File: src/logic/aos_pkg.sv
// Constants, types and register map of the converter serial port sequencer.
package aos_pkg;
	localparam int unsigned RES_BITS = 12;
	localparam int unsigned CFG_BITS = 3;
	localparam int unsigned CONV_CYCLES = 12;
	localparam int unsigned BUF_DEPTH = 2;
	localparam int unsigned APB_AW = 8;

	localparam logic [3:0] CFG_IDX_SGL = 4'h0;
	localparam logic [3:0] CFG_IDX_ODD = 4'h1;
	localparam logic [3:0] CFG_IDX_ORDER = 4'h2;
	localparam logic [3:0] CFG_DONE = 4'h3;
	localparam logic [3:0] CONV_LAST = 4'hB;
	localparam logic [3:0] DATA_LAST = 4'hB;

	localparam logic [APB_AW-1:0] OFF_CTRL = 8'h00;
	localparam logic [APB_AW-1:0] OFF_STATUS = 8'h04;
	localparam logic [APB_AW-1:0] OFF_RESULT = 8'h08;

	localparam int unsigned CTRL_EN_BIT = 0;
	localparam logic CTRL_EN_RST = 1'h1;
	localparam int unsigned ST_STATE_LSB = 0;
	localparam int unsigned ST_SGL_BIT = 4;
	localparam int unsigned ST_ODD_BIT = 5;
	localparam int unsigned ST_ORDER_BIT = 6;
	localparam int unsigned ST_UNDERRUN_BIT = 7;

	// Synchroniser bit order: select line, shift clock, serial input.
	localparam int unsigned PIN_SEL = 0;
	localparam int unsigned PIN_CLK = 1;
	localparam int unsigned PIN_DIN = 2;
	localparam logic [2:0] PIN_RST = 3'h1;

	localparam logic [1:0] MUX_GND = 2'h0;
	localparam logic [1:0] MUX_CH0 = 2'h1;
	localparam logic [1:0] MUX_CH1 = 2'h2;

	typedef enum logic [2:0] {
		ST_IDLE  = 3'h0,
		ST_START = 3'h1,
		ST_CFG   = 3'h3,
		ST_CONV  = 3'h2,
		ST_DATA  = 3'h6,
		ST_FILL  = 3'h7
	} aos_state_e;

	typedef logic [RES_BITS-1:0] aos_word_t;
endpackage : aos_pkg

File: src/logic/aos_stream_if.sv
// Valid/ready word stream between the sample buffer and its neighbours.
`timescale 1ns/1ns
interface aos_stream_if;
	aos_pkg::aos_word_t data;
	logic               valid;
	logic               ready;
	modport src (output data, output valid, input ready);
	modport snk (input data, input valid, output ready);
endinterface : aos_stream_if

File: src/logic/aos_buf.sv
// Two-entry sample buffer with valid and ready on both sides.
`timescale 1ns/1ns
module aos_buf (
	input  wire logic   pclk,
	input  wire logic   presetn,
	input  wire logic   cken,
	aos_stream_if.snk   fill,
	aos_stream_if.src   drain
);
	typedef struct packed {
		logic [aos_pkg::BUF_DEPTH-1:0][aos_pkg::RES_BITS-1:0] mem;
		logic                                                 wr_idx;
		logic                                                 rd_idx;
		logic [1:0]                                           count;
		logic                                                 rdy;
	} aos_buf_s;

	aos_buf_s buf_reg;
	aos_buf_s buf_next;
	logic     push;
	logic     pop;

	always_comb begin
		buf_next = buf_reg;
		push = fill.valid && buf_reg.rdy;
		pop = drain.ready && (buf_reg.count != 2'h0);
		if (push) begin
			buf_next.mem[buf_reg.wr_idx] = fill.data;
			buf_next.wr_idx = ~buf_reg.wr_idx;
		end
		if (pop) begin
			buf_next.rd_idx = ~buf_reg.rd_idx;
		end
		buf_next.count = 2'(buf_reg.count + {1'h0, push} - {1'h0, pop});
		// Ready is registered so the source sees a plain flop; it may lag a pop by one cycle.
		buf_next.rdy = (buf_next.count != 2'(aos_pkg::BUF_DEPTH));
	end

	always_ff @(posedge pclk or negedge presetn) begin
		if (!presetn) begin
			buf_reg <= '0;
			buf_reg.rdy <= 1'h1;
		end else if (cken) begin
			buf_reg <= buf_next;
		end
	end

	assign fill.ready = buf_reg.rdy;
	assign drain.valid = (buf_reg.count != 2'h0);
	assign drain.data = buf_reg.mem[buf_reg.rd_idx];
endmodule : aos_buf

File: src/logic/aos_seq.sv
// Serial port and conversion sequencer of the two-channel sampling converter.
// Summary of operation
// - Order bit one: result MSB first, then zeros.
// - Zero fill continues for every further clock.
// - Order bit zero: MSB first, then LSB first.
// - Result is unipolar straight binary only.
// - Drive line low on fourth falling edge.
// - Active only while select is low.
// - Comparator powers down when conversion ends.
// - Clock and input ignored while deselected.
// - Sample window opens before order bit.
// - Falling edge after order bit starts hold.
// - Conversion takes exactly twelve clock cycles.
// - Change data on falling, sample on rising.
// - Skip zeros, start bit, three config bits.
// - One null bit precedes the result.
// - Config bits choose the input pair.
`timescale 1ns/1ns
module aos_seq (
	input  wire logic                              pclk,
	input  wire logic                              presetn,
	input  wire logic                              cken,
	input  wire logic                              psel,
	input  wire logic                              penable,
	input  wire logic                              pwrite,
	input  wire logic [aos_pkg::APB_AW-1:0]        paddr,
	input  wire logic [31:0]                       pwdata,
	output logic      [31:0]                       prdata,
	output logic                                   pready,
	output logic                                   pslverr,
	input  wire logic                              select_n_shutdown,
	input  wire logic                              shift_clk,
	input  wire logic                              data_in,
	output logic                                   data_out,
	output logic                                   data_oe,
	input  wire logic [aos_pkg::RES_BITS-1:0]      sample_data,
	input  wire logic                              sample_valid,
	output logic                                   sample_ready,
	output logic                                   sample_window,
	output logic                                   hold,
	output logic                                   comparator_power,
	output logic      [1:0]                        mux_pos_sel,
	output logic      [1:0]                        mux_neg_sel
);
	typedef struct packed {
		aos_pkg::aos_state_e state;
		logic [3:0]          cnt;
		logic                single_ended_select;
		logic                odd_sign;
		logic                bit_order_select;
		aos_pkg::aos_word_t  shift;
		aos_pkg::aos_word_t  word;
		aos_pkg::aos_word_t  last_word;
		logic                clk_d;
		logic                dout;
		logic                doe;
		logic                win;
		logic                hold;
		logic                comp_pwr;
		logic [1:0]          pos_sel;
		logic [1:0]          neg_sel;
		logic                pop;
		logic                underrun;
		logic                port_en;
		logic                pready;
		logic                pslverr;
		logic [31:0]         prdata;
	} aos_seq_s;

	aos_seq_s seq_reg;
	aos_seq_s seq_next;
	logic [2:0] pins;
	logic       s_sel_n;
	logic       s_clk;
	logic       s_din;
	logic       rise;
	logic       fall;
	logic       setup;
	logic       access;

	aos_stream_if fill_if ();
	aos_stream_if drain_if ();

	assign fill_if.data = sample_data;
	assign fill_if.valid = sample_valid;
	assign drain_if.ready = seq_reg.pop;

	aos_sync u_sync (
		.pclk     (pclk),
		.presetn  (presetn),
		.cken     (cken),
		.pin_in   ({data_in, shift_clk, select_n_shutdown}),
		.pin_sync (pins)
	);

	aos_buf u_buf (
		.pclk    (pclk),
		.presetn (presetn),
		.cken    (cken),
		.fill    (fill_if.snk),
		.drain   (drain_if.src)
	);

	assign s_sel_n = pins[aos_pkg::PIN_SEL];
	assign s_clk = pins[aos_pkg::PIN_CLK];
	assign s_din = pins[aos_pkg::PIN_DIN];

	always_comb begin
		seq_next = seq_reg;
		seq_next.pop = 1'h0;
		seq_next.clk_d = s_clk;
		rise = s_clk && !seq_reg.clk_d;
		fall = !s_clk && seq_reg.clk_d;
		setup = psel && !penable;
		access = psel && penable && seq_reg.pready;

		// Read data is latched in the setup cycle so the bus outputs stay plain flops.
		seq_next.pready = setup;
		seq_next.pslverr = 1'h0;
		seq_next.prdata = '0;
		if (setup) begin
			case (paddr)
				aos_pkg::OFF_CTRL: begin
					seq_next.prdata[aos_pkg::CTRL_EN_BIT] = seq_reg.port_en;
				end
				aos_pkg::OFF_STATUS: begin
					seq_next.prdata[aos_pkg::ST_STATE_LSB +: 3] = seq_reg.state;
					seq_next.prdata[aos_pkg::ST_SGL_BIT] = seq_reg.single_ended_select;
					seq_next.prdata[aos_pkg::ST_ODD_BIT] = seq_reg.odd_sign;
					seq_next.prdata[aos_pkg::ST_ORDER_BIT] = seq_reg.bit_order_select;
					seq_next.prdata[aos_pkg::ST_UNDERRUN_BIT] = seq_reg.underrun;
				end
				aos_pkg::OFF_RESULT: begin
					seq_next.prdata[aos_pkg::RES_BITS-1:0] = seq_reg.last_word;
				end
				default: begin
					seq_next.pslverr = 1'h1;
				end
			endcase
		end
		if (access && pwrite) begin
			if (paddr == aos_pkg::OFF_CTRL) begin
				seq_next.port_en = pwdata[aos_pkg::CTRL_EN_BIT];
			end
			if ((paddr == aos_pkg::OFF_STATUS) && pwdata[aos_pkg::ST_UNDERRUN_BIT]) begin
				seq_next.underrun = 1'h0;
			end
		end

		if (s_sel_n || !seq_reg.port_en) begin
			// Deselected or port disabled: pin activity is ignored and the line is released.
			seq_next.state = aos_pkg::ST_IDLE;
			seq_next.cnt = '0;
			seq_next.doe = 1'h0;
			seq_next.dout = 1'h0;
			seq_next.win = 1'h0;
			seq_next.hold = 1'h0;
			seq_next.comp_pwr = 1'h0;
		end else begin
			case (seq_reg.state)
				aos_pkg::ST_IDLE: begin
					seq_next.state = aos_pkg::ST_START;
				end
				aos_pkg::ST_START: begin
					if (rise && s_din) begin
						seq_next.state = aos_pkg::ST_CFG;
						seq_next.cnt = '0;
					end
				end
				aos_pkg::ST_CFG: begin
					if (rise && (seq_reg.cnt != aos_pkg::CFG_DONE)) begin
						case (seq_reg.cnt)
							aos_pkg::CFG_IDX_SGL: begin
								seq_next.single_ended_select = s_din;
							end
							aos_pkg::CFG_IDX_ODD: begin
								seq_next.odd_sign = s_din;
								seq_next.win = 1'h1;
							end
							default: begin
								seq_next.bit_order_select = s_din;
							end
						endcase
						seq_next.cnt = 4'(seq_reg.cnt + 4'h1);
					end
					// Fourth falling edge after the start bit: hold, convert, drive null bit.
					if (fall && (seq_reg.cnt == aos_pkg::CFG_DONE)) begin
						seq_next.win = 1'h0;
						seq_next.hold = 1'h1;
						seq_next.comp_pwr = 1'h1;
						seq_next.doe = 1'h1;
						seq_next.dout = 1'h0;
						// Three rows of the input pair table are spelled out; the default arm covers the CH0+/CH1- row.
						case ({seq_reg.single_ended_select, seq_reg.odd_sign})
							2'h3: begin
								seq_next.pos_sel = aos_pkg::MUX_CH1;
								seq_next.neg_sel = aos_pkg::MUX_GND;
							end
							2'h2: begin
								seq_next.pos_sel = aos_pkg::MUX_CH0;
								seq_next.neg_sel = aos_pkg::MUX_GND;
							end
							2'h1: begin
								seq_next.pos_sel = aos_pkg::MUX_CH1;
								seq_next.neg_sel = aos_pkg::MUX_CH0;
							end
							default: begin
								seq_next.pos_sel = aos_pkg::MUX_CH0;
								seq_next.neg_sel = aos_pkg::MUX_CH1;
							end
						endcase
						// An empty buffer converts as code zero and is flagged for software.
						seq_next.word = drain_if.valid ? drain_if.data : '0;
						seq_next.shift = drain_if.valid ? drain_if.data : '0;
						seq_next.pop = drain_if.valid;
						seq_next.cnt = '0;
						seq_next.state = aos_pkg::ST_CONV;
					end
				end
				aos_pkg::ST_CONV: begin
					if (fall) begin
						seq_next.dout = seq_reg.shift[aos_pkg::RES_BITS-1];
						seq_next.shift = {seq_reg.shift[aos_pkg::RES_BITS-2:0], 1'h0};
						seq_next.cnt = 4'(seq_reg.cnt + 4'h1);
						if (seq_reg.cnt == aos_pkg::CONV_LAST) begin
							seq_next.hold = 1'h0;
							seq_next.comp_pwr = 1'h0;
							seq_next.last_word = seq_reg.word;
							seq_next.cnt = '0;
							seq_next.state = seq_reg.bit_order_select ?
								aos_pkg::ST_FILL : aos_pkg::ST_DATA;
						end
					end
				end
				aos_pkg::ST_DATA: begin
					if (fall) begin
						seq_next.dout = seq_reg.word[seq_reg.cnt];
						seq_next.cnt = 4'(seq_reg.cnt + 4'h1);
						if (seq_reg.cnt == aos_pkg::DATA_LAST) begin
							seq_next.state = aos_pkg::ST_FILL;
						end
					end
				end
				aos_pkg::ST_FILL: begin
					if (fall) begin
						seq_next.dout = 1'h0;
					end
				end
				default: begin
					seq_next.state = aos_pkg::ST_IDLE;
				end
			endcase
		end
		// Hardware set is applied last so it wins over a same-cycle software clear.
		if ((seq_reg.state == aos_pkg::ST_CFG) && fall && (seq_reg.cnt == aos_pkg::CFG_DONE)
				&& !drain_if.valid && !s_sel_n && seq_reg.port_en) begin
			seq_next.underrun = 1'h1;
		end
	end

	always_ff @(posedge pclk or negedge presetn) begin
		if (!presetn) begin
			seq_reg <= '0;
			seq_reg.state <= aos_pkg::ST_IDLE;
			seq_reg.port_en <= aos_pkg::CTRL_EN_RST;
			seq_reg.clk_d <= aos_pkg::PIN_RST[aos_pkg::PIN_CLK];
		end else if (cken) begin
			seq_reg <= seq_next;
		end
	end

	assign prdata = seq_reg.prdata;
	assign pready = seq_reg.pready;
	assign pslverr = seq_reg.pslverr;
	assign data_out = seq_reg.dout;
	assign data_oe = seq_reg.doe;
	assign sample_ready = fill_if.ready;
	assign sample_window = seq_reg.win;
	assign hold = seq_reg.hold;
	assign comparator_power = seq_reg.comp_pwr;
	assign mux_pos_sel = seq_reg.pos_sel;
	assign mux_neg_sel = seq_reg.neg_sel;
endmodule : aos_seq

File: src/logic/aos_sync.sv
// Two-flop synchronisers for the select, shift clock and serial input pins.
`timescale 1ns/1ns
module aos_sync (
	input  wire logic       pclk,
	input  wire logic       presetn,
	input  wire logic       cken,
	input  wire logic [2:0] pin_in,
	output logic      [2:0] pin_sync
);
	typedef struct packed {
		logic [2:0] meta;
		logic [2:0] sync;
	} aos_sync_s;

	aos_sync_s sync_reg;
	aos_sync_s sync_next;

	always_comb begin
		sync_next = sync_reg;
		sync_next.meta = pin_in;
		sync_next.sync = sync_reg.meta;
	end

	always_ff @(posedge pclk or negedge presetn) begin
		if (!presetn) begin
			sync_reg <= {aos_pkg::PIN_RST, aos_pkg::PIN_RST};
		end else if (cken) begin
			sync_reg <= sync_next;
		end
	end

	assign pin_sync = sync_reg.sync;
endmodule : aos_sync

File: config.mk
export PLATFORM = sky130hd
export DESIGN_NAME = aos_seq
export DESIGN_NICKNAME = d
export VERILOG_FILES = /design/src/logic/aos_pkg.sv /design/src/logic/aos_stream_if.sv /design/src/logic/aos_buf.sv /design/src/logic/aos_seq.sv /design/src/logic/aos_sync.sv
export SDC_FILE = /design/constraint.sdc
export NUM_CORES = 1
export LEC_CHECK = 0
export BUFFER_PORTS_ARGS = -buffer_cell sky130_fd_sc_hd__buf_4
export CORE_ASPECT_RATIO = 0.6
export CORE_MARGIN = 3
export CORE_UTILIZATION = 60
export CTS_BUF_LIST = sky130_fd_sc_hd__clkbuf_16
export DETAILED_ROUTE_END_ITERATION = 10
export PLACE_DENSITY = 0.86
export SETUP_SLACK_MARGIN = 0.2
export SLEW_MARGIN = 20
export SYNTH_ARGS = -nofsm -noshare
export SYNTH_HDL_FRONTEND = slang
export SYNTH_HIERARCHICAL = 1
export SYNTH_SLANG_ARGS = --single-unit
File: constraint.sdc
create_clock -name pclk -period 6.95 [get_ports pclk]
set_input_delay 0.3475 -clock pclk [delete_from_list [all_inputs] [get_ports pclk]]
set_output_delay 0.3475 -clock pclk [all_outputs]
set_load 0.02 [all_outputs]
==> metrics, run 1 <==
most common cell after layout, fill and taps aside=dfrtp_1; beginning of the critical path=u_sync/pin_sync[1]$_DFFE_PN0P_; Critical Path AT=2.98 ns; worst r2r dst=seq_reg[89]$_DFFE_PN0P_; GR Overflow Total=0; CTS tree=done; DRC marker count from the first detailed-route iteration=325; Ports=between 100 and 150; Tightest Pin Transition=0.895 ns; # rows=26; layout cells sized above 1=29.8%; number of global-route vias before repair=3503; Yosys Warn Count=6; Setup violations, final=0; Filler cells=612; Synth Flop Type=dfrtp_1; Die Wd=129 microns; Root Buffer=clkbuf_16; cts bufs inserted=9; clk slew on worst S/H paths=0.07 ns; Routed Antenna Nets=0; Yosys reg bits=107; synth top area cells=dfrtp_1 (48%), mux2_2 (10%), buf_4 (5.1%); worst rel slew slack=38.8%; status=complete, no violations; Unique masters post-synth=67; clock sink total=107; fmax=around 360 MHz; clock latency on the worst-skew pair=0.35 ns; final worst-path cycle share=approximately 40%; top-area cell type share of the netlist area=a little under half; Clock Skew=0.00688 ns; most frequent cells in the layout=dfrtp_1 (103), buf_4 (59), mux2_2 (49); Mapped Area=approximately 5400 sq um; Post-route DRC=0; R2R Setup Slk=around 4.2 ns; crit-path max FO=8; Worst Hold Path EP=seq_reg[34]$_DFFE_PN1P_; Core ar.=between 8000 and 9000 sq um; Mapped Cells=just under 500; die area=10200 sq um; Inst Count DP=610; Syn-to-layout area delta=9.81%; final instance area=between 5000 and 6000 sq um; via count=3713; ys async rst share=100%; crit path launch type=flip-flop; fin nets=578; Reg2Reg Depth=5; hold depth=2; initial antenna violation count=0; Final Hold Fails=0; Crit Reg-Reg Startpoint=u_sync/pin_sync[1]$_DFFE_PN0P_; Post-synth EDFFs=0; required time of the critical path=7.18 ns; Die H=79.6 microns; Yosys top cell by area=dfrtp_1; first-pass GRT wire length=about 18000 microns; final WL=11300 microns; max reg flops=slightly below 50; gpl congestion=approximately 0.9; postcts setup bufs=0; Slew Limit Fails=0; max-cap viol count=0; pre-CTS setup slack=4.12 ns; TNS Setup=0 ns; total global-route track usage=a little under a quarter; pwr dens=259 nW/um^2; hold_sp=pwdata[0]; crit path kind=reg2reg; placed cell areas=roughly 5700 sq um; final worst slack=between 4 and 5 ns; Avg WL per Cell=18.0 microns; htree depth=3; Lkg Pwr=about 0.0028 uW; first drt pass iteration count=6; crit path time final=2.74 ns; Initial Util=62.7%; sequential share of the synthesized area=49.5%; min-delay worst type=in2reg; largest net degree at the start of global routing=86; VDD IR-drop max=0.000132 V; vias per cell=just under 6; post-route insts no fill=about 630; CP Capture Type=flip-flop; DP Wirelength=just over 8000 microns; Longest Clk Path Bufs=2; RSZ-0062 raised after global routing=no; n_diodes=0; Synth Area per Inst=11.2 sq um; number of buffers added on ports=55
-- critical path: stages, from the launching register on --
cell       delay, ns
dfrtp_1         0.43
nand2b_1        0.36
a2111oi_0       0.87
o311ai_1        0.35
and2_1          0.26
a221o_1         0.35
-- timing repair --
| item | 4_1_cts | 5_1_grt |
|---|---|---|
| hold buffers | 1 | 0 |
| endpoints found under the hold margin | 19 | 0 |
| gates resized for setup | 0 | 0 |
-- synth_stat cells, drive strengths merged (7+ instances only) --
| library cell | number |
|---|---|
| buf | 47 |
| a32oi | 7 |
| nand2b | 8 |
| a21oi | 22 |
| nor3 | 10 |
| o21ai | 21 |
| inv | 9 |
| clkbuf | 16 |
| nor2 | 26 |
| nand2 | 49 |
| dfrtp | 103 |
| o2bb2ai | 9 |
| mux2 | 65 |
-- per-layer routing --
metal | up-vias | wire length, microns | global-route usage, % | share of wire (%)
li1 | 1723 | - | - | -
met1 | 1815 | 5260 | 33.7 | 46
met2 | 163 | 5060 | 33.1 | 45
met3 | 12 | 874 | 6.08 | 7.7
met4 | 0 | 125 | 6.71 | 1.1
met5 | - | 0 | 0 | 0
-- where the power goes --
part           total (uW)  internal (uW)  switching, uW  leakage (uW)
sequential            771            716           54.9       0.00141
clock                 459            241            218      0.000134
combinational         311            164            146       0.00124
total                1540           1120            419       0.00278
-- cell families (layout without fill, tap and decap cells) --
group,after synthesis,in the layout,share of synthesized area [%]
adders and majority gates,5,5,1.15
buffers and inverters,72,86,8.29
AOI/OAI and AO/OA,91,91,11.9
muxes,70,70,15.9
xor gates and xnor gates,3,3,0.485
other,1,20,0.0692
DFF,107,107,49.5
and+or+nand+nor,134,134,12.7
-- stage by stage --
stage | power, uW | util (%) | hold WS, ns
final | 1540 | 68.8 | 0.232
after global routing | 1620 | 68.8 | 0.218
after CTS | 1550 | 68.7 | 0.222
after detailed placement | 1090 | 65.4 | 0.259
after global placement | 1070 | 65.4 | 0.253
after floorplan | 1020 | - | 0.0519
-- layout make-up --
cell class	instances	area (sq um)	area share, %
Sequential cell	107	2680	45.1
Multi-Input combinational cell	323	2360	39.7
Timing Repair Buffer	61	464	7.80
Clock buffer	9	225	3.78
Tap cell	112	140	2.35
Clock inverter	7	46.3	0.778
Inverter	9	33.8	0.567
-- worst max path at each step --
stage                                         end  slack [ns]
after floorplan           seq_reg[71]$_DFFE_PN0P_        4.74
after global placement    seq_reg[76]$_DFFE_PN0P_        4.28
after detailed placement  seq_reg[89]$_DFFE_PN0P_        4.12
after CTS                 seq_reg[77]$_DFFE_PN0P_        4.20
after global routing      seq_reg[71]$_DFFE_PN0P_        4.06
final                     seq_reg[89]$_DFFE_PN0P_        4.21
Note: power is estimated with default switching activity, not from simulation.
==> inputs of run 2 (changes only) <==
--- a/config.mk
+++ b/config.mk
@@ -8,10 +8,10 @@
 export BUFFER_PORTS_ARGS = -buffer_cell sky130_fd_sc_hd__buf_4
 export CORE_ASPECT_RATIO = 0.6
 export CORE_MARGIN = 3
-export CORE_UTILIZATION = 60
+export CORE_UTILIZATION = 50
 export CTS_BUF_LIST = sky130_fd_sc_hd__clkbuf_16
 export DETAILED_ROUTE_END_ITERATION = 10
-export PLACE_DENSITY = 0.86
+export PLACE_DENSITY = 0.76
 export SETUP_SLACK_MARGIN = 0.2
 export SLEW_MARGIN = 20
 export SYNTH_ARGS = -nofsm -noshare
==> constraint.sdc (replaced) <==
create_clock -name pclk -period 2.35 [get_ports pclk]
set_input_delay 0.1175 -clock pclk [delete_from_list [all_inputs] [get_ports pclk]]
set_output_delay 0.1175 -clock pclk [all_outputs]
set_load 0.02 [all_outputs]
==> metrics, run 2 (synthesized netlist as in run 1, its figures left out) <==
critical-path cell list=ha_4 -> or3b_4 -> nor2_1 -> o311ai_1 -> nor2_1 -> a221o_1; Syn-to-layout area delta=14.3%; hold slack=0.0103 ns; Tightest Pin Transition=around 0.81 ns; gpl congestion=between 0.9 and 1; clock latency on the worst-skew pair=0.34 ns; vias per cell=~5.7; Die H=86.7 microns; crit path launch type=flip-flop; most frequent cells in the layout=dfrtp_1 (101), buf_4 (77), mux2_2 (49); Die Wd=140 microns; Avg WL per Cell=17.6 microns; DRC marker count from the first detailed-route iteration=roughly 340; CP Capture Type=flip-flop; Lkg Pwr=0.00290 uW; Critical Path AT=2.29 ns; die area=~12000 sq um; Root Buffer=clkbuf_16; n_diodes=0; required time of the critical path=2.58 ns; max reg flops=49; Initial Util=53.2%; RSZ-0062 raised after global routing=no; via count=around 3800; GR Overflow Total=0; fmax=484 MHz; final worst-path cycle share=between 80% and 90%; VDD IR-drop max=0.000415 V; crit path time final=2.07 ns; TNS Setup=0 ns; crit-path max FO=7; DP Wirelength=~8600 microns; cts bufs inserted=9; CTS tree=done; final WL=11800 microns; min-delay worst type=in2reg; layout cells sized above 1=between 30 and 40%; clk slew on worst S/H paths=~0.070 ns; Routed Antenna Nets=0; Core ar.=10200 sq um; total global-route track usage=19.9%; Clock Skew=around 0.0059 ns; Most common cell on crit path=nor2_1; clock sink total=107; most common cell after layout, fill and taps aside=dfrtp_1; fin nets=599; Final Hold Fails=0; Crit path largest cell delay=~0.48 ns; CP max stage cell=o311ai_1; final instance area=6200 sq um; first-pass GRT wire length=around 19000 microns; Ports=106; Setup violations, final=0; Slew Limit Fails=0; initial antenna violation count=0; pwr dens=754 nW/um^2; number of global-route vias before repair=about 3700; # rows=28; Post-route DRC=0; register area=2690 sq um; crit path kind=reg2reg; status=complete, no violations; Filler cells=810; htree depth=3; Multi-input gate area=about 2400 sq um; worst rel slew slack=45.7%; Longest Clk Path Bufs=2; first drt pass iteration count=4; max-cap viol count=0; largest net degree at the start of global routing=54; placed cell areas=between 5000 and 6000 sq um; number of buffers added on ports=55
run 2: timing repair:
item                                    CTS  global route
endpoints found under the hold margin    38             0
gates resized for setup                   1             3
hold buffers                              3             0
endpoints found under the setup margin    5            23
cloned                                    0             0
setup buffers                             1             3
run 2: layout make-up:
cell class / count / area share (%)
timing repair buffer: 82 / 10.5
clock buffer: 9 / 3.63
inverter: 9 / 0.545
multi-input combinational: 323 / 38.4
clock inverter: 7 / 0.909
tap: 135 / 2.73
sequential: 107 / 43.3
run 2: power by group:
part | internal (uW) | leakage (uW) | total [uW] | switching (uW)
logic | 501 | 0.00135 | 943 | 441
registers | 2120 | 0.00140 | 2290 | 170
clock network | 807 | 0.000148 | 1440 | 634
run 2: worst max-delay path: cells and delay by family, from the launching register on:
| family | cells | cell delay (ns) |
|---|---|---|
| adder cells (fa/ha/maj) | 1 | 0.20 |
| AO/OA/AOI/OAI | 2 | 0.80 |
| AND/OR/NAND/NOR | 3 | 0.48 |
| flip-flops | 1 | 0.46 |
run 2: layer usage:
layer	GRT usage, %	up-vias	wire length, microns
met4	4.66	0	119
met5	0	-	0
met3	3.97	13	720
li1	-	1767	-
met1	29.6	1914	5640
met2	30.3	132	5320
run 2: worst paths after layout:
check	from	end	slack, ns	cells after the start
setup / recovery	seq_reg[86]$_DFFE_PN0P_	seq_reg[89]$_DFFE_PN0P_	0.28	6
hold / removal	sample_data[4]	u_buf/buf_reg[9]$_DFFE_PN0P_	0.01	2
setup reg to reg	seq_reg[86]$_DFFE_PN0P_	seq_reg[89]$_DFFE_PN0P_	0.28	6
hold reg to reg	pslverr$_DFFE_PN0P_	pslverr$_DFFE_PN0P_	0.48	1
max in group asynchronous	presetn	u_buf/fill.ready$_DFFE_PN1P_	1.37	3
min in group asynchronous	presetn	u_buf/buf_reg[21]$_DFFE_PN0P_	0.27	2
run 2: metrics by stage:
step	worst slack (ns)	power, uW	util (%)	std cells
final	0.283	4670	60.8	672
after global routing	0.223	4890	60.8	672
after CTS	0.221	4710	60.4	669
after detailed placement	0.198	3250	57.3	649
after global placement	0.239	3190	57.3	649
after floorplan	0.217	3000	-	502
==> inputs of run 3 (changes only) <==
--- a/config.mk
+++ b/config.mk
@@ -6,12 +6,13 @@
 export NUM_CORES = 1
 export LEC_CHECK = 0
 export BUFFER_PORTS_ARGS = -buffer_cell sky130_fd_sc_hd__buf_4
+export CAP_MARGIN = 20
 export CORE_ASPECT_RATIO = 0.6
 export CORE_MARGIN = 3
 export CORE_UTILIZATION = 50
 export CTS_BUF_LIST = sky130_fd_sc_hd__clkbuf_16
 export DETAILED_ROUTE_END_ITERATION = 10
-export PLACE_DENSITY = 0.76
+export PLACE_DENSITY_LB_ADDON = 0.05
 export SETUP_SLACK_MARGIN = 0.2
 export SLEW_MARGIN = 20
 export SYNTH_ARGS = -nofsm -noshare
==> metrics, run 3 (synthesized netlist as in run 1, its figures left out) <==
status=complete, no violations; n_diodes=0; total power=4740 uW; final worst-path cycle share=between 80% and 90%; CP Capture Type=flip-flop; clk slew on worst S/H paths=roughly 0.070 ns; # rows=28; first drt pass iteration count=5; crit path time final=2.07 ns; DP Wirelength=8870 microns; Psw=1300 uW; Filler cells=846; Critical Path AT=2.29 ns; number of buffers added on ports=55; fin nets=601; first-pass GRT wire length=between 15000 and 20000 microns; cts bufs inserted=9; fmax=483 MHz; Lkg Pwr=0.00291 uW; Worst Hold Path EP=u_sync/sync_next[0]$_DFFE_PN1P_; vias per cell=5.55; worst rel slew slack=46.8%; min-delay worst type=in2reg; hold slack=0.00864 ns; most frequent cells in the layout=dfrtp_1 (102), buf_4 (77), mux2_2 (49); Initial Util=between 50% and 60%; Sw Ratio=roughly 27%; worst r2r dst=seq_reg[89]$_DFFE_PN0P_; Comb pwr share=20.4%; largest net degree at the start of global routing=46; most common cell after layout, fill and taps aside=dfrtp_1; sequential share of power=48.0%; Slew Limit Fails=0; VDD IR-drop max=0.000443 V; GR Overflow Total=0; pwr dens=between 700 and 800 nW/um^2; Post-route DRC=0; Clock Power Share=between 30% and 40%; clock sink total=between 100 and 150; R2R Setup Slk=~0.28 ns; Syn-to-layout area delta=15.1%; die area=between 10000 and 15000 sq um; required time of the critical path=roughly 2.6 ns; clock latency on the worst-skew pair=between 0.3 and 0.4 ns; hold_sp=select_n_shutdown; crit path kind=reg2reg; Reg2Reg Depth=7; Avg WL per Cell=around 17 microns; layout cells sized above 1=33.6%; Pint=3450 uW; Setup violations, final=0; total global-route track usage=roughly 20%; CTS tree=done; number of global-route vias before repair=3612; TNS Setup=0 ns; Final Hold Fails=0; Die H=approximately 87 microns; Root Buffer=clkbuf_16; RSZ-0062 raised after global routing=yes; via count=3739; htree depth=3; Crit Reg-Reg Startpoint=seq_reg[87]$_DFFE_PN0P_; Tightest Pin Transition=between 0.7 and 0.8 ns; max-cap viol count=0; max reg flops=49; initial antenna violation count=0; Die Wd=140 microns; gpl congestion=0.870; Longest Clk Path Bufs=2; hold depth=2; final WL=around 12000 microns; crit-path max FO=7; DRC marker count from the first detailed-route iteration=241; crit path launch type=flip-flop; Clock Skew=about 0.0063 ns; Routed Antenna Nets=0; Core ar.=approximately 10000 sq um; Ports=106
-- run 3: final cells by class --
cell class / count / area, sq um / share of cell area (%)
flip-flops and latches: 107 / 2680 / 43.0
clock inverters: 7 / 67.6 / 1.08
well taps: 135 / 169 / 2.71
inverters: 9 / 33.8 / 0.541
multi-input cells: 323 / 2390 / 38.4
clock buffers: 9 / 225 / 3.61
repair buffers: 84 / 667 / 10.7
-- run 3: what timing repair did --
action                                  4_1_cts  5_1_grt
endpoints found under the setup margin        0       43
resized for setup                             0       10
endpoints found under the hold margin        41        1
buffers inserted                              0        1
hold buffers                                  2        1
-- run 3: layer usage --
metal	up-vias	track usage [%]	wire length (microns)
met4	0	3.69	82
met2	121	26.7	4580
met1	1840	33.6	6360
li1	1770	-	-
met3	8	4.13	772
met5	-	0	0
-- run 3: power groups by stage --
stage,clock network (uW),logic [uW],registers [uW]
5_1_grt,1610,1050,2320
4_1_cts,1530,965,2280
3_3_place_gp,0,929,2290
2_1_floorplan,0,730,2270
3_5_place_dp,0,958,2310
6_report,1500,966,2280
-- run 3: how the worst max path moves through the flow --
| stage | from | to | depth (start not counted) |
|---|---|---|---|
| floorplan | seq_reg[86]$_DFFE_PN0P_ | seq_reg[71]$_DFFE_PN0P_ | 7 |
| CTS | seq_reg[87]$_DFFE_PN0P_ | seq_reg[71]$_DFFE_PN0P_ | 6 |
| global route | seq_reg[87]$_DFFE_PN0P_ | sample_window$_DFFE_PN0P_ | 7 |
| finish | seq_reg[87]$_DFFE_PN0P_ | seq_reg[89]$_DFFE_PN0P_ | 7 |
| detailed placement | seq_reg[87]$_DFFE_PN0P_ | seq_reg[71]$_DFFE_PN0P_ | 6 |
| global placement | seq_reg[86]$_DFFE_PN0P_ | seq_reg[71]$_DFFE_PN0P_ | 6 |
-- run 3: worst max-delay path, stage by stage, from the launching register on --
cell and delay, ns:
dfrtp_1 0.39, ha_4 0.18, nor3b_4 0.31, nor2_1 0.10
o311ai_1 0.42, buf_4 0.20, nor2_1 0.06, a221o_1 0.30
-- run 3: metrics by stage --
step	instances	worst slack (ns)	utilization, %	cell area, sq um
finish	674	0.281	61.2	6240
global route	674	0.159	61.2	6240
CTS	671	0.209	60.6	6180
detailed placement	653	0.215	57.6	5870
global placement	653	0.260	57.6	5870
floorplan	502	0.217	-	5500
